File: config.mk
export PLATFORM = sky130hd
export DESIGN_NAME = irqdma_route
export DESIGN_NICKNAME = d
export VERILOG_FILES = /design/src/rtl/irqdma_route.v
export VERILOG_INCLUDE_DIRS = /design/src /design/src/rtl
export SDC_FILE = /design/constraint.sdc
export NUM_CORES = 1
export LEC_CHECK = 0
export ABC_AREA = 1
export BUFFER_PORTS_ARGS = -buffer_cell sky130_fd_sc_hd__buf_2
export CAP_MARGIN = 10
export CORE_MARGIN = 4
export CORE_UTILIZATION = 40
export CTS_CLUSTER_DIAMETER = 80
export CTS_CLUSTER_SIZE = 14
export DETAILED_ROUTE_END_ITERATION = 12
export SYNTH_ARGS = -nofsm -noshare
export SYNTH_HDL_FRONTEND = slang
export SYNTH_SLANG_ARGS = --single-unit
File: constraint.sdc
create_clock -name clk_sys -period 2.7 [get_ports clk_sys]
set_input_delay 0.54 -clock clk_sys [delete_from_list [all_inputs] [get_ports clk_sys]]
set_output_delay 0.54 -clock clk_sys [all_outputs]
set_load 0.01 [all_outputs]
File: src/rtl/irqdma_regs.vh
`ifndef IRQDMA_REGS_VH
`define IRQDMA_REGS_VH
// Configuration register indices
`define IRQDMA_IDX_LDN 8'h07
`define IRQDMA_IDX_OSC 8'h24
`define IRQDMA_IDX_CFG_LO 8'h26
`define IRQDMA_IDX_CFG_HI 8'h27
`define IRQDMA_IDX_ACT 8'h30
`define IRQDMA_IDX_BASE_HI 8'h60
`define IRQDMA_IDX_BASE_LO 8'h61
`define IRQDMA_IDX_IRQ 8'h70
`define IRQDMA_IDX_DMA 8'h74
// Logical device numbers
`define IRQDMA_LD_FDC 4'h0
`define IRQDMA_LD_PP 4'h3
`define IRQDMA_LD_SP1 4'h4
`define IRQDMA_LD_SP2 4'h5
// Reset values
`define IRQDMA_IRQ_RST 8'h00
`define IRQDMA_IRQ_RST_FDC 8'h06
`define IRQDMA_DMA_RST_FDC 8'h02
`define IRQDMA_DMA_RST_PP 8'h04
`define IRQDMA_CFG_PORT0 16'h002e
`define IRQDMA_CFG_PORT1 16'h004e
// Field positions
`define IRQDMA_OSC_QUAL_BIT 6
`define IRQDMA_SMI_CODE 4'h2
`define IRQDMA_DMA_MAX 3'h3
// Parallel extended modes; the interrupt is forced on in FIFO, ECP and TEST only
`define IRQDMA_ECR_FIFO 3'h2
`define IRQDMA_ECR_ECP 3'h3
`define IRQDMA_ECR_TEST 3'h6
`define IRQDMA_ECR_EPP 3'h4
`endif

File: src/rtl/irqdma_route.v
// Operation
// Base decode compares address bits 11 to 3
// Qualify bit also requires top nibble zero
// Config port strap-selected, relocatable by registers
// Interrupt select low nibble picks line
// Software disables SMI before using line 2
// Routed interrupts active high; SMI low
// Interrupt select resets zero, floppy six
// Interrupt needs nonzero code plus local enable
// Extended mode needs service bit clear
// Serial interrupt needs enable bits and aux two
// Unselected interrupt lines stay disabled
// All fifteen lines reportable in serial mode
// DMA select low three bits choose channel
// DMA select resets two floppy, four others
// DMA active needs code 1-3 plus enable
// Unselected DMA channels stay disabled
// Inactive or invalid base disables routing
// Floppy gated by dma gate and power
// Second serial DMA needs own enable
// Standard modes gate interrupt by control bit
// Extended modes: dma gate, forced interrupt
// Index at port, data at port plus one
`timescale 1ns/1ns
`default_nettype none
`include "irqdma_regs.vh"
module irqdma_route (
   // Clock and reset
   input wire clk_sys,
   input wire rst_b,
   input wire soft_reset,
   input wire config_port_strap,
   // Host I/O cycle
   input wire [15:0] io_addr,
   input wire io_wr,
   input wire io_rd,
   input wire [7:0] io_wdata,
   output reg [7:0] io_rdata,
   output wire io_cfg_hit,
   output wire [3:0] ld_decode_hit,
   // Local enables from the functions
   input wire [7:0] floppy_digital_output_reg,
   input wire floppy_powered_down,
   input wire [7:0] printer_control_reg,
   input wire [7:0] ecp_ext_control_reg,
   input wire ecp_mode_active,
   input wire [7:0] uart1_int_enable_reg,
   input wire [7:0] uart1_modem_control_reg,
   input wire [7:0] uart2_int_enable_reg,
   input wire [7:0] uart2_modem_control_reg,
   input wire uart2_dma_enable,
   // Function requests
   input wire floppy_irq_req,
   input wire printer_irq_req,
   input wire uart1_irq_req,
   input wire uart2_irq_req,
   input wire floppy_drq,
   input wire printer_drq,
   input wire uart2_drq,
   // Routed outputs toward the host chipset
   output reg [15:1] irq_out,
   output reg system_mgmt_int_n,
   output reg [3:1] drq_out,
   output reg [15:1] serirq_frame
);
   // Per-device storage, four devices: floppy, printer, uart1, uart2
   reg [7:0] irq_sel [0:3];
   reg [7:0] dma_sel [0:3];
   reg [3:0] active;
   reg [11:0] base [0:3];
   reg [7:0] osc_cfg;
   reg [15:0] cfg_port;
   reg [7:0] cfg_index;
   reg [3:0] ldn;
   reg strap_taken;
   reg [1:0] slot;
   reg slot_ok;
   integer i;

   // Map logical device number to storage slot
   always @* begin
      slot = 2'd0;
      slot_ok = 1'b1;
      case (ldn)
         `IRQDMA_LD_FDC: slot = 2'd0;
         `IRQDMA_LD_PP: slot = 2'd1;
         `IRQDMA_LD_SP1: slot = 2'd2;
         `IRQDMA_LD_SP2: slot = 2'd3;
         default: slot_ok = 1'b0;
      endcase
   end

   // Reset value helpers, used by soft reset
   function [7:0] irq_rst;
      input [1:0] s;
      irq_rst = (s == 2'd0) ? `IRQDMA_IRQ_RST_FDC : `IRQDMA_IRQ_RST;
   endfunction
   function [7:0] dma_rst;
      input [1:0] s;
      dma_rst = (s == 2'd0) ? `IRQDMA_DMA_RST_FDC : `IRQDMA_DMA_RST_PP;
   endfunction

   // Address decode of a base; top nibble checked only when qualified
   function dec_hit;
      input [15:0] a;
      input [11:0] b;
      input qual;
      dec_hit = (a[11:3] == b[11:3]) && (b != 12'h000) &&
         (!qual || a[15:12] == 4'h0);
   endfunction

   wire qual = osc_cfg[`IRQDMA_OSC_QUAL_BIT];
   // Config port pair: index at port, data at port plus one
   assign io_cfg_hit = (io_addr[15:1] == cfg_port[15:1]);
   wire data_acc = io_cfg_hit && io_addr[0];

   genvar g;
   generate
      for (g = 0; g < 4; g = g + 1) begin : g_dec
         assign ld_decode_hit[g] = active[g] && dec_hit(io_addr, base[g], qual);
      end
   endgenerate

   // Configuration registers; soft reset restores routing registers
   always @(posedge clk_sys or negedge rst_b) begin
      if (!rst_b) begin
         for (i = 0; i < 4; i = i + 1) begin
            irq_sel[i] <= (i == 0) ? `IRQDMA_IRQ_RST_FDC : `IRQDMA_IRQ_RST;
            dma_sel[i] <= (i == 0) ? `IRQDMA_DMA_RST_FDC : `IRQDMA_DMA_RST_PP;
            base[i] <= 12'h000;
         end
         active <= 4'h0;
         osc_cfg <= 8'h00;
         cfg_port <= `IRQDMA_CFG_PORT0;
         strap_taken <= 1'b0;
         cfg_index <= 8'h00;
         ldn <= 4'h0;
      end else if (!strap_taken) begin
         // Strap caught on first clock after release
         strap_taken <= 1'b1;
         cfg_port <= config_port_strap ? `IRQDMA_CFG_PORT1 : `IRQDMA_CFG_PORT0;
      end else if (soft_reset) begin
         for (i = 0; i < 4; i = i + 1) begin
            irq_sel[i] <= irq_rst(i[1:0]);
            dma_sel[i] <= dma_rst(i[1:0]);
         end
      end else if (io_wr && io_cfg_hit && !io_addr[0]) begin
         cfg_index <= io_wdata;
      end else if (io_wr && data_acc) begin
         case (cfg_index)
            `IRQDMA_IDX_LDN: ldn <= io_wdata[3:0];
            `IRQDMA_IDX_OSC: osc_cfg <= io_wdata;
            // Relocation of the config port
            `IRQDMA_IDX_CFG_LO: cfg_port[7:0] <= io_wdata;
            `IRQDMA_IDX_CFG_HI: cfg_port[15:8] <= io_wdata;
            `IRQDMA_IDX_ACT: if (slot_ok) active[slot] <= io_wdata[0];
            `IRQDMA_IDX_BASE_HI: if (slot_ok) base[slot][11:8] <= io_wdata[3:0];
            `IRQDMA_IDX_BASE_LO: if (slot_ok) base[slot][7:0] <= io_wdata;
            `IRQDMA_IDX_IRQ: if (slot_ok) irq_sel[slot] <= io_wdata;
            // Uart1 only has no DMA here; printer and uart2 do
            `IRQDMA_IDX_DMA: if (slot_ok) dma_sel[slot] <= io_wdata;
            default: ;
         endcase
      end
   end

   // Read data from flops; unmapped indices read zero
   always @(posedge clk_sys or negedge rst_b) begin
      if (!rst_b) begin
         io_rdata <= 8'h00;
      end else if (io_rd && io_cfg_hit && !io_addr[0]) begin
         io_rdata <= cfg_index;
      end else if (io_rd && data_acc) begin
         case (cfg_index)
            `IRQDMA_IDX_LDN: io_rdata <= {4'h0, ldn};
            `IRQDMA_IDX_OSC: io_rdata <= osc_cfg;
            `IRQDMA_IDX_CFG_LO: io_rdata <= cfg_port[7:0];
            `IRQDMA_IDX_CFG_HI: io_rdata <= cfg_port[15:8];
            `IRQDMA_IDX_ACT: io_rdata <= slot_ok ? {7'h00, active[slot]} : 8'h00;
            `IRQDMA_IDX_BASE_HI:
               io_rdata <= slot_ok ? {4'h0, base[slot][11:8]} : 8'h00;
            `IRQDMA_IDX_BASE_LO: io_rdata <= slot_ok ? base[slot][7:0] : 8'h00;
            `IRQDMA_IDX_IRQ: io_rdata <= slot_ok ? irq_sel[slot] : 8'h00;
            `IRQDMA_IDX_DMA: io_rdata <= slot_ok ? dma_sel[slot] : 8'h00;
            default: io_rdata <= 8'h00;
         endcase
      end
   end

   // Configuration-level gate: activated with a valid base
   function cfg_gate;
      input act;
      input [11:0] b;
      cfg_gate = act && (b != 12'h000);
   endfunction

   // DMA code valid range
   function dma_ok;
      input [7:0] s;
      dma_ok = (s[2:0] != 3'h0) && (s[2:0] <= `IRQDMA_DMA_MAX);
   endfunction

   // Local gates from the functions
   wire [2:0] ecr_mode = ecp_ext_control_reg[7:5];
   wire ecr_forced = (ecr_mode == `IRQDMA_ECR_FIFO) ||
      (ecr_mode == `IRQDMA_ECR_ECP) || (ecr_mode == `IRQDMA_ECR_TEST);
   wire floppy_dma_gate = floppy_digital_output_reg[3];
   wire printer_irq_gate = printer_control_reg[4];
   wire ecp_service_int_mask = ecp_ext_control_reg[2];
   wire ecp_dma_gate = ecp_ext_control_reg[3];
   wire fdc_ok = floppy_dma_gate && !floppy_powered_down;
   // Printer interrupt: forced in fifo/ecp/test, else control bit
   wire pp_irq_ok = ecp_mode_active ?
      ((ecr_forced || printer_irq_gate) && !ecp_service_int_mask) :
      printer_irq_gate;
   // Serial: any low enable bit and aux output two
   wire sp1_ok = (|uart1_int_enable_reg[3:0]) && uart1_modem_control_reg[2];
   wire sp2_ok = (|uart2_int_enable_reg[3:0]) && uart2_modem_control_reg[2];

   reg [3:0] irq_en;
   reg [3:0] dma_en;
   reg [3:0] irq_req;
   reg [3:0] dma_req;
   reg [15:1] next_irq;
   reg [3:1] next_drq;
   reg next_smi;
   integer d;

   // Per-device enables, then OR onto selected lines
   always @* begin
      irq_req = {uart2_irq_req, uart1_irq_req, printer_irq_req, floppy_irq_req};
      dma_req = {uart2_drq, 1'b0, printer_drq, floppy_drq};
      irq_en[0] = fdc_ok;
      irq_en[1] = pp_irq_ok;
      irq_en[2] = sp1_ok;
      irq_en[3] = sp2_ok;
      dma_en[0] = fdc_ok;
      dma_en[1] = ecp_mode_active && ecp_dma_gate;
      dma_en[2] = 1'b0;
      dma_en[3] = uart2_dma_enable;
      next_irq = 15'h0000;
      next_drq = 3'h0;
      next_smi = 1'b1;
      for (d = 0; d < 4; d = d + 1) begin
         if (cfg_gate(active[d], base[d]) && irq_en[d] && irq_req[d] &&
               irq_sel[d][3:0] != 4'h0) begin
            next_irq[irq_sel[d][3:0]] = 1'b1;
         end
         if (cfg_gate(active[d], base[d]) && dma_en[d] && dma_req[d] &&
               dma_ok(dma_sel[d])) begin
            next_drq[dma_sel[d][1:0]] = 1'b1;
         end
      end
      // Code two also drives the low-active management line; software
      // must have the management interrupt off when line 2 is assigned
      if (next_irq[`IRQDMA_SMI_CODE]) begin
         next_smi = 1'b0;
      end
   end

   // Registered outputs, active-high lines, serial frame mirror
   always @(posedge clk_sys or negedge rst_b) begin
      if (!rst_b) begin
         irq_out <= 15'h0000;
         drq_out <= 3'h0;
         system_mgmt_int_n <= 1'b1;
         serirq_frame <= 15'h0000;
      end else begin
         irq_out <= next_irq;
         drq_out <= next_drq;
         system_mgmt_int_n <= next_smi;
         serirq_frame <= next_irq;
      end
   end
endmodule // irqdma_route
`default_nettype wire

* Yosys cells after proc, flatten, opt, wreduce, memory -nomap -nowiden
Cells that the tools add are included.
W data, S select, Z words.
** Storage, ports and cells
- Flip-flop bits (word level) :: 180
- Bits in latches :: 0
- Memory bits (writable) :: 0
- Bits in read-only memories :: 0
- Input bits :: 96
- Output and inout bits :: 47
- Word-level logic and storage cells :: 256
- Memories kept :: 0
** Operators by class
- Add/subtract/negate cells :: 0
- $mul :: 0
- Div/mod/pow operators :: 0
- $lt $le $gt $ge :: 21
- Eq/ne operators :: 28
- Shifts and indexed selects :: 0
- Mux-type cells :: 77
- Bitwise gates (word level) :: 8
- Reductions and logical operators :: 99
** Operators with widths (count)
- $mux W32 :: 10
- $mux W8 :: 13
- $bwmux W48 :: 2
- $mux W48 :: 2
- $pmux W48 S2 :: 1
- $pmux W8 S9 :: 1
- $bwmux W32 :: 2
- $mux W16 :: 4
- $logic_and A1 B1 Y1 :: 60
- $mux W15 :: 4
- $demux W12 S2 :: 2
- $reduce_bool A12 Y1 :: 4
- $or A15 B15 Y15 :: 3
- $eq A9 B9 Y1 :: 4
- $mux W12 :: 3
- $bmux W8 S2 :: 2
- $eq A8 B6 Y1 const B :: 4
- $eq A8 B7 Y1 const B :: 4
- $bmux W12 S2 :: 1
- $lt A4 B5 Y1 const B :: 4
- $reduce_and A5 Y1 :: 4
- $demux W1 S4 :: 4
- $demux W8 S2 :: 1
- $ge A4 B1 Y1 const B :: 4
- 35 further kinds :: 90

* Logic depth before layout (Yosys ltp)
- Depth after elaboration :: 15
- Depth in mapped cells :: 17
- Depth with buffers taken out :: 15

* Worst setup path before layout
OpenSTA, ideal clock, no wires.
- Path kind :: input -> register
- Start point :: input io_addr[10]
- End point :: register base[36] (netlist name)
- Library setup time :: 117 ps
- Arrival time :: 1933 ps
- Required time :: 2583 ps
- Setup slack :: 650 ps
- Stages :: 16
- Path buffers :: 2
- Path through :: buf_4 -> inv_2 -> nand2_1 -> nand2_1 -> nand2_1 -> nor2_2 -> nand2_2 -> nor2_8 -> nand2_2 -> nor2_4 -> nand2_2 -> nor2_4 -> buf_8 -> nand2_2 -> nand2_1 -> nand2_1
** Between the ends
- Word-level cells in the longest chain between the ends :: 5
- Elaborated cells on any way between the ends :: 7
- Those cells by class :: eq/ne: 1; bitwise: 1; reduce/logical: 5
** Ends and longest elaborated chain
- start: declaration :: RTL line irqdma_route.v:34 : input wire [15:0] io_addr,
- $eq A15 B15 Y1 (*) :: RTL line irqdma_route.v:114 : assign io_cfg_hit = (io_addr[15:1] == cfg_port[15:1]);
- net io_cfg_hit :: RTL line irqdma_route.v:39 : output wire io_cfg_hit,
- $logic_and A1 B1 Y1 (2 in series) :: RTL line irqdma_route.v:147 : end else if (io_wr && io_cfg_hit && !io_addr[0]) begin
- $not A1 Y1 (no source line)
- $reduce_and A7 Y1 (no source line) (*)
- end signal: indexed assignment :: RTL line irqdma_route.v:157 : `IRQDMA_IDX_BASE_HI: if (slot_ok) base[slot][11:8] <= io_wdata[3:0];
- end signal: indexed assignment :: RTL line irqdma_route.v:158 : `IRQDMA_IDX_BASE_LO: if (slot_ok) base[slot][7:0] <= io_wdata;
- end: declaration :: RTL line irqdma_route.v:70 : reg [11:0] base [0:3];
The timed path passes the listed nets; every way through them passes the cells marked *.
A chain may end at the register's enable or synchronous reset.

* Worst setup path in the final report
- Start point :: register base[17] (netlist name)
- End point :: output ld_decode_hit[2]
** Between the ends
- Word-level cells in the longest chain between the ends :: 4
- Elaborated cells on any way between the ends :: 5
- Those cells by class :: eq/ne: 1; reduce/logical: 4
** Ends and longest elaborated chain
- $eq A9 B9 Y1 or $reduce_bool A12 Y1 (tied branches)
- $logic_and A1 B1 Y1 (*) (2 in series) :: RTL line irqdma_route.v:108 : dec_hit = (a[11:3] == b[11:3]) && (b != 12'h000) &&
- $logic_and A1 B1 Y1 (*) :: RTL line irqdma_route.v:120 : assign ld_decode_hit[g] = active[g] && dec_hit(io_addr, base[g], qual);
- end: declaration :: RTL line irqdma_route.v:40 : output wire [3:0] ld_decode_hit,
Every way passes the cells marked *; elsewhere a longest branch is shown, timed or not.

==> flow_summary.json <==
{
  "status": "complete, no violations",
  "dieArea_sq_um": 30800,
  "seq_area_frac_synth": 0.4026,
  "slew-limit-headroom": 0.5375,
  "finalHoldViolCount": 0,
  "start_kind": "flop",
  "syn_area_sq_um": 11220,
  "place_area_sq_um": 12250,
  "drive_above_1_share": 0.1567,
  "crit_type": "reg2out",
  "fin_tns_setup_ps": 0,
  "dr.pass1.iters": 6,
  "fin_nets": 1838,
  "clock_path_buffers": 2,
  "grt_start_max_net_pins": 75,
  "place_congestion": 0.9640,
  "finalSetupViolations": 0,
  "numCtsBuffers": 17,
  "holdWs_ps": 102.6,
  "grt_antenna_before_repair": 0,
  "final_common_cell": "nand2_1",
  "clockRootBuffer": "clkbuf_16",
  "synth.distinct_cells": 44,
  "max_freq_mhz": 385.7,
  "synth_top_area_frac": 0.3768,
  "vias": 11250,
  "die_w_microns": 175.5,
  "wirelength_mm": 38.33,
  "grt_first_pass_wirelength_mm": 59.56,
  "start_util": 0.4051,
  "crit_start": "base[17]$_DFFE_PN0P_",
  "hold_class": "in2async",
  "port_buffers": 103,
  "post_cts_buffers": 0,
  "avgSynthCellArea_sq_um": 6.848,
  "yosys_register_bits": 180,
  "maxCapViolCount": 0,
  "core-area_sq_um": 27710,
  "drt.antenna.violating_nets": 0,
  "worstMarginPinSlew_ps": 693.8,
  "critical_path_buf_inv_count": 2,
  "drt_iter0_drc": 1226,
  "rows": 61,
  "path_clk_slew_ps": 80,
  "synth_top_area_cell": "dfrtp_1",
  "routedWlPerCell_microns": 17.97,
  "powerDensity_nw_per_um2": 461.4,
  "synth_warnings": 0,
  "leakage_nw": 6.744,
  "syn_nets": 1735,
  "r2r_start": "ldn[3]$_DFFE_PN0P_",
  "post-dp-hpwl_mm": 28.82,
  "final_cell_mix": "nand2_1 (558), nand3_1 (214), dfrtp_1 (169)",
  "rsz0062_at_grt": "false",
  "synthTopCellsByArea": "dfrtp_1 (38%), nand2_1 (19%), nand3_1 (9.5%)",
  "io_pins": 143,
  "cp_top_family": "simple AND/OR/NAND/NOR gates",
  "fin_area_sq_um": 12880,
  "total_power_mw": 5.944,
  "critical_path_required_ps": 2160,
  "antenna_cells": 0,
  "crit_arrival_ps": 2050,
  "netlist_instances": 1639,
  "viasPerCell": 5.274,
  "fp.dieH_microns": 175.5,
  "period_minus_slack_ps": 2593,
  "critPathMaxStageDelay_ps": 440,
  "period_share": 0.9603,
  "gr-total-overflow": 0,
  "synth-edff-count": 0,
  "fillerInstances": 2883,
  "ir_drop_mv": 0.4184,
  "slowest_stage": "dfrtp_1",
  "cts_tree": "done",
  "area_growth_pct": 14.77,
  "fin_skew_ps": 15.78,
  "clkLatencyLatePin_ps": 440,
  "slew_violations": 0,
  "synth-async-reset-ratio": 1.000,
  "drc": 0,
  "synth_top_flop_cell": "dfrtp_1",
  "worstPathMaxFanout": 4,
  "clock_sinks": 180,
  "grt.total_usage": 0.2460,
  "htree_levels": 4,
  "setup.worst_path.end_class": "output port",
  "path_cells": "nor4_1 -> nand3_1 -> and2_1 -> inv_1 -> nor2_1 -> buf_2",
  "first_global_vias": 10560
}
-- cells by family after synthesis --
logic type             after synthesis  synth area share
AO/OA/AOI/OAI                      116           0.05529
buffers and inverters              229           0.09387
multiplexers                         1          0.001003
other                                1         0.0003341
AND/OR/NAND/NOR                   1078            0.4204
XOR/XNOR                            34           0.02653
flip-flops                         180            0.4026
-- cell usage after synthesis, drive strengths merged, types with 2 or more instances --
library cell / number
nand2: 572
nand3: 214
dfrtp: 169
nor2: 151
inv: 140
o21ai: 80
nor3: 67
buf: 59
nand4: 42
xor2: 33
clkbuf: 24
a21oi: 17
nor4: 13
or2: 12
dfstp: 11
a21boi: 6
clkinv: 6
o22ai: 6
nand3b: 5
o21bai: 3
o211ai: 2
-- through the flow --
stage | cells | setup WS [ps] | util
floorplan | 1639 | 649.6 | -
global placement | 2101 | 50.15 | 0.4420
detailed placement | 2101 | -1.794 | 0.4420
CTS | 2133 | 81.33 | 0.4646
global route | 2133 | 2.143 | 0.4649
finish | 2133 | 107.1 | 0.4649
-- what timing repair did --
action	CTS	global route
hold endpoints to repair	0	0
hold buffers	0	0
endpoints found under the setup margin	13	27
resized for setup	3	1
-- cell type report --
class	instances	area, sq um	share of cell area
clock inverters	14	171.4	0.01331
inverters	146	550.5	0.04274
flip-flops and latches	180	4518	0.3508
multi-input cells	1230	5687	0.4415
repair buffers	167	1042	0.08091
clock buffers	18	439.2	0.03409
well taps	378	473.0	0.03672
-- routing by layer --
layer / part of all wire / routed length [microns] / up-vias / global-route usage
li1: - / - / 5478 / -
met1: 0.44 / 17040 / 5289 / 0.3395
met2: 0.45 / 17160 / 410 / 0.3844
met3: 0.073 / 2813 / 73 / 0.04886
met4: 0.034 / 1318 / 0 / 0.09389
met5: 0 / 0 / - / 0
-- state kept, by name, summed over array words and instances, names as in the netlist --
register           cells
active                 4
base                  36
cfg_gate.b            12
cfg_index              8
cfg_port              16
dma_ok.s               8
dma_sel               24
drq_out                3
io_rdata               8
irq_sel               32
ldn                    4
osc_cfg                8
serirq_frame          15
strap_taken            1
system_mgmt_int_n      1
-- final timing paths --
kind / endpoint / slack [ps] / depth (start not counted)
worst max-delay path: ld_decode_hit[2] / 110 / 6
worst min-delay path: serirq_frame[11]$_DFF_PN0_ / 100 / 1
worst max register to register: base[38]$_DFFE_PN0P_ / 150 / 13
worst min register to register: cfg_port[2]$_DFFE_PN1P_ / 470 / 2
max in group asynchronous: dma_sel[10]$_DFFE_PN1P_ / 1710 / 2
min in group clk_sys: cfg_port[5]$_DFFE_PN1P_ / 410 / 4
-- where the power goes --
| group | internal (mW) | switching (mW) |
|---|---|---|
| Clock | 1.50 | 1.17 |
| Sequential | 2.76 | 0.0411 |
| Combinational | 0.142 | 0.340 |
Note: power is estimated with default switching activity, not from simulation.
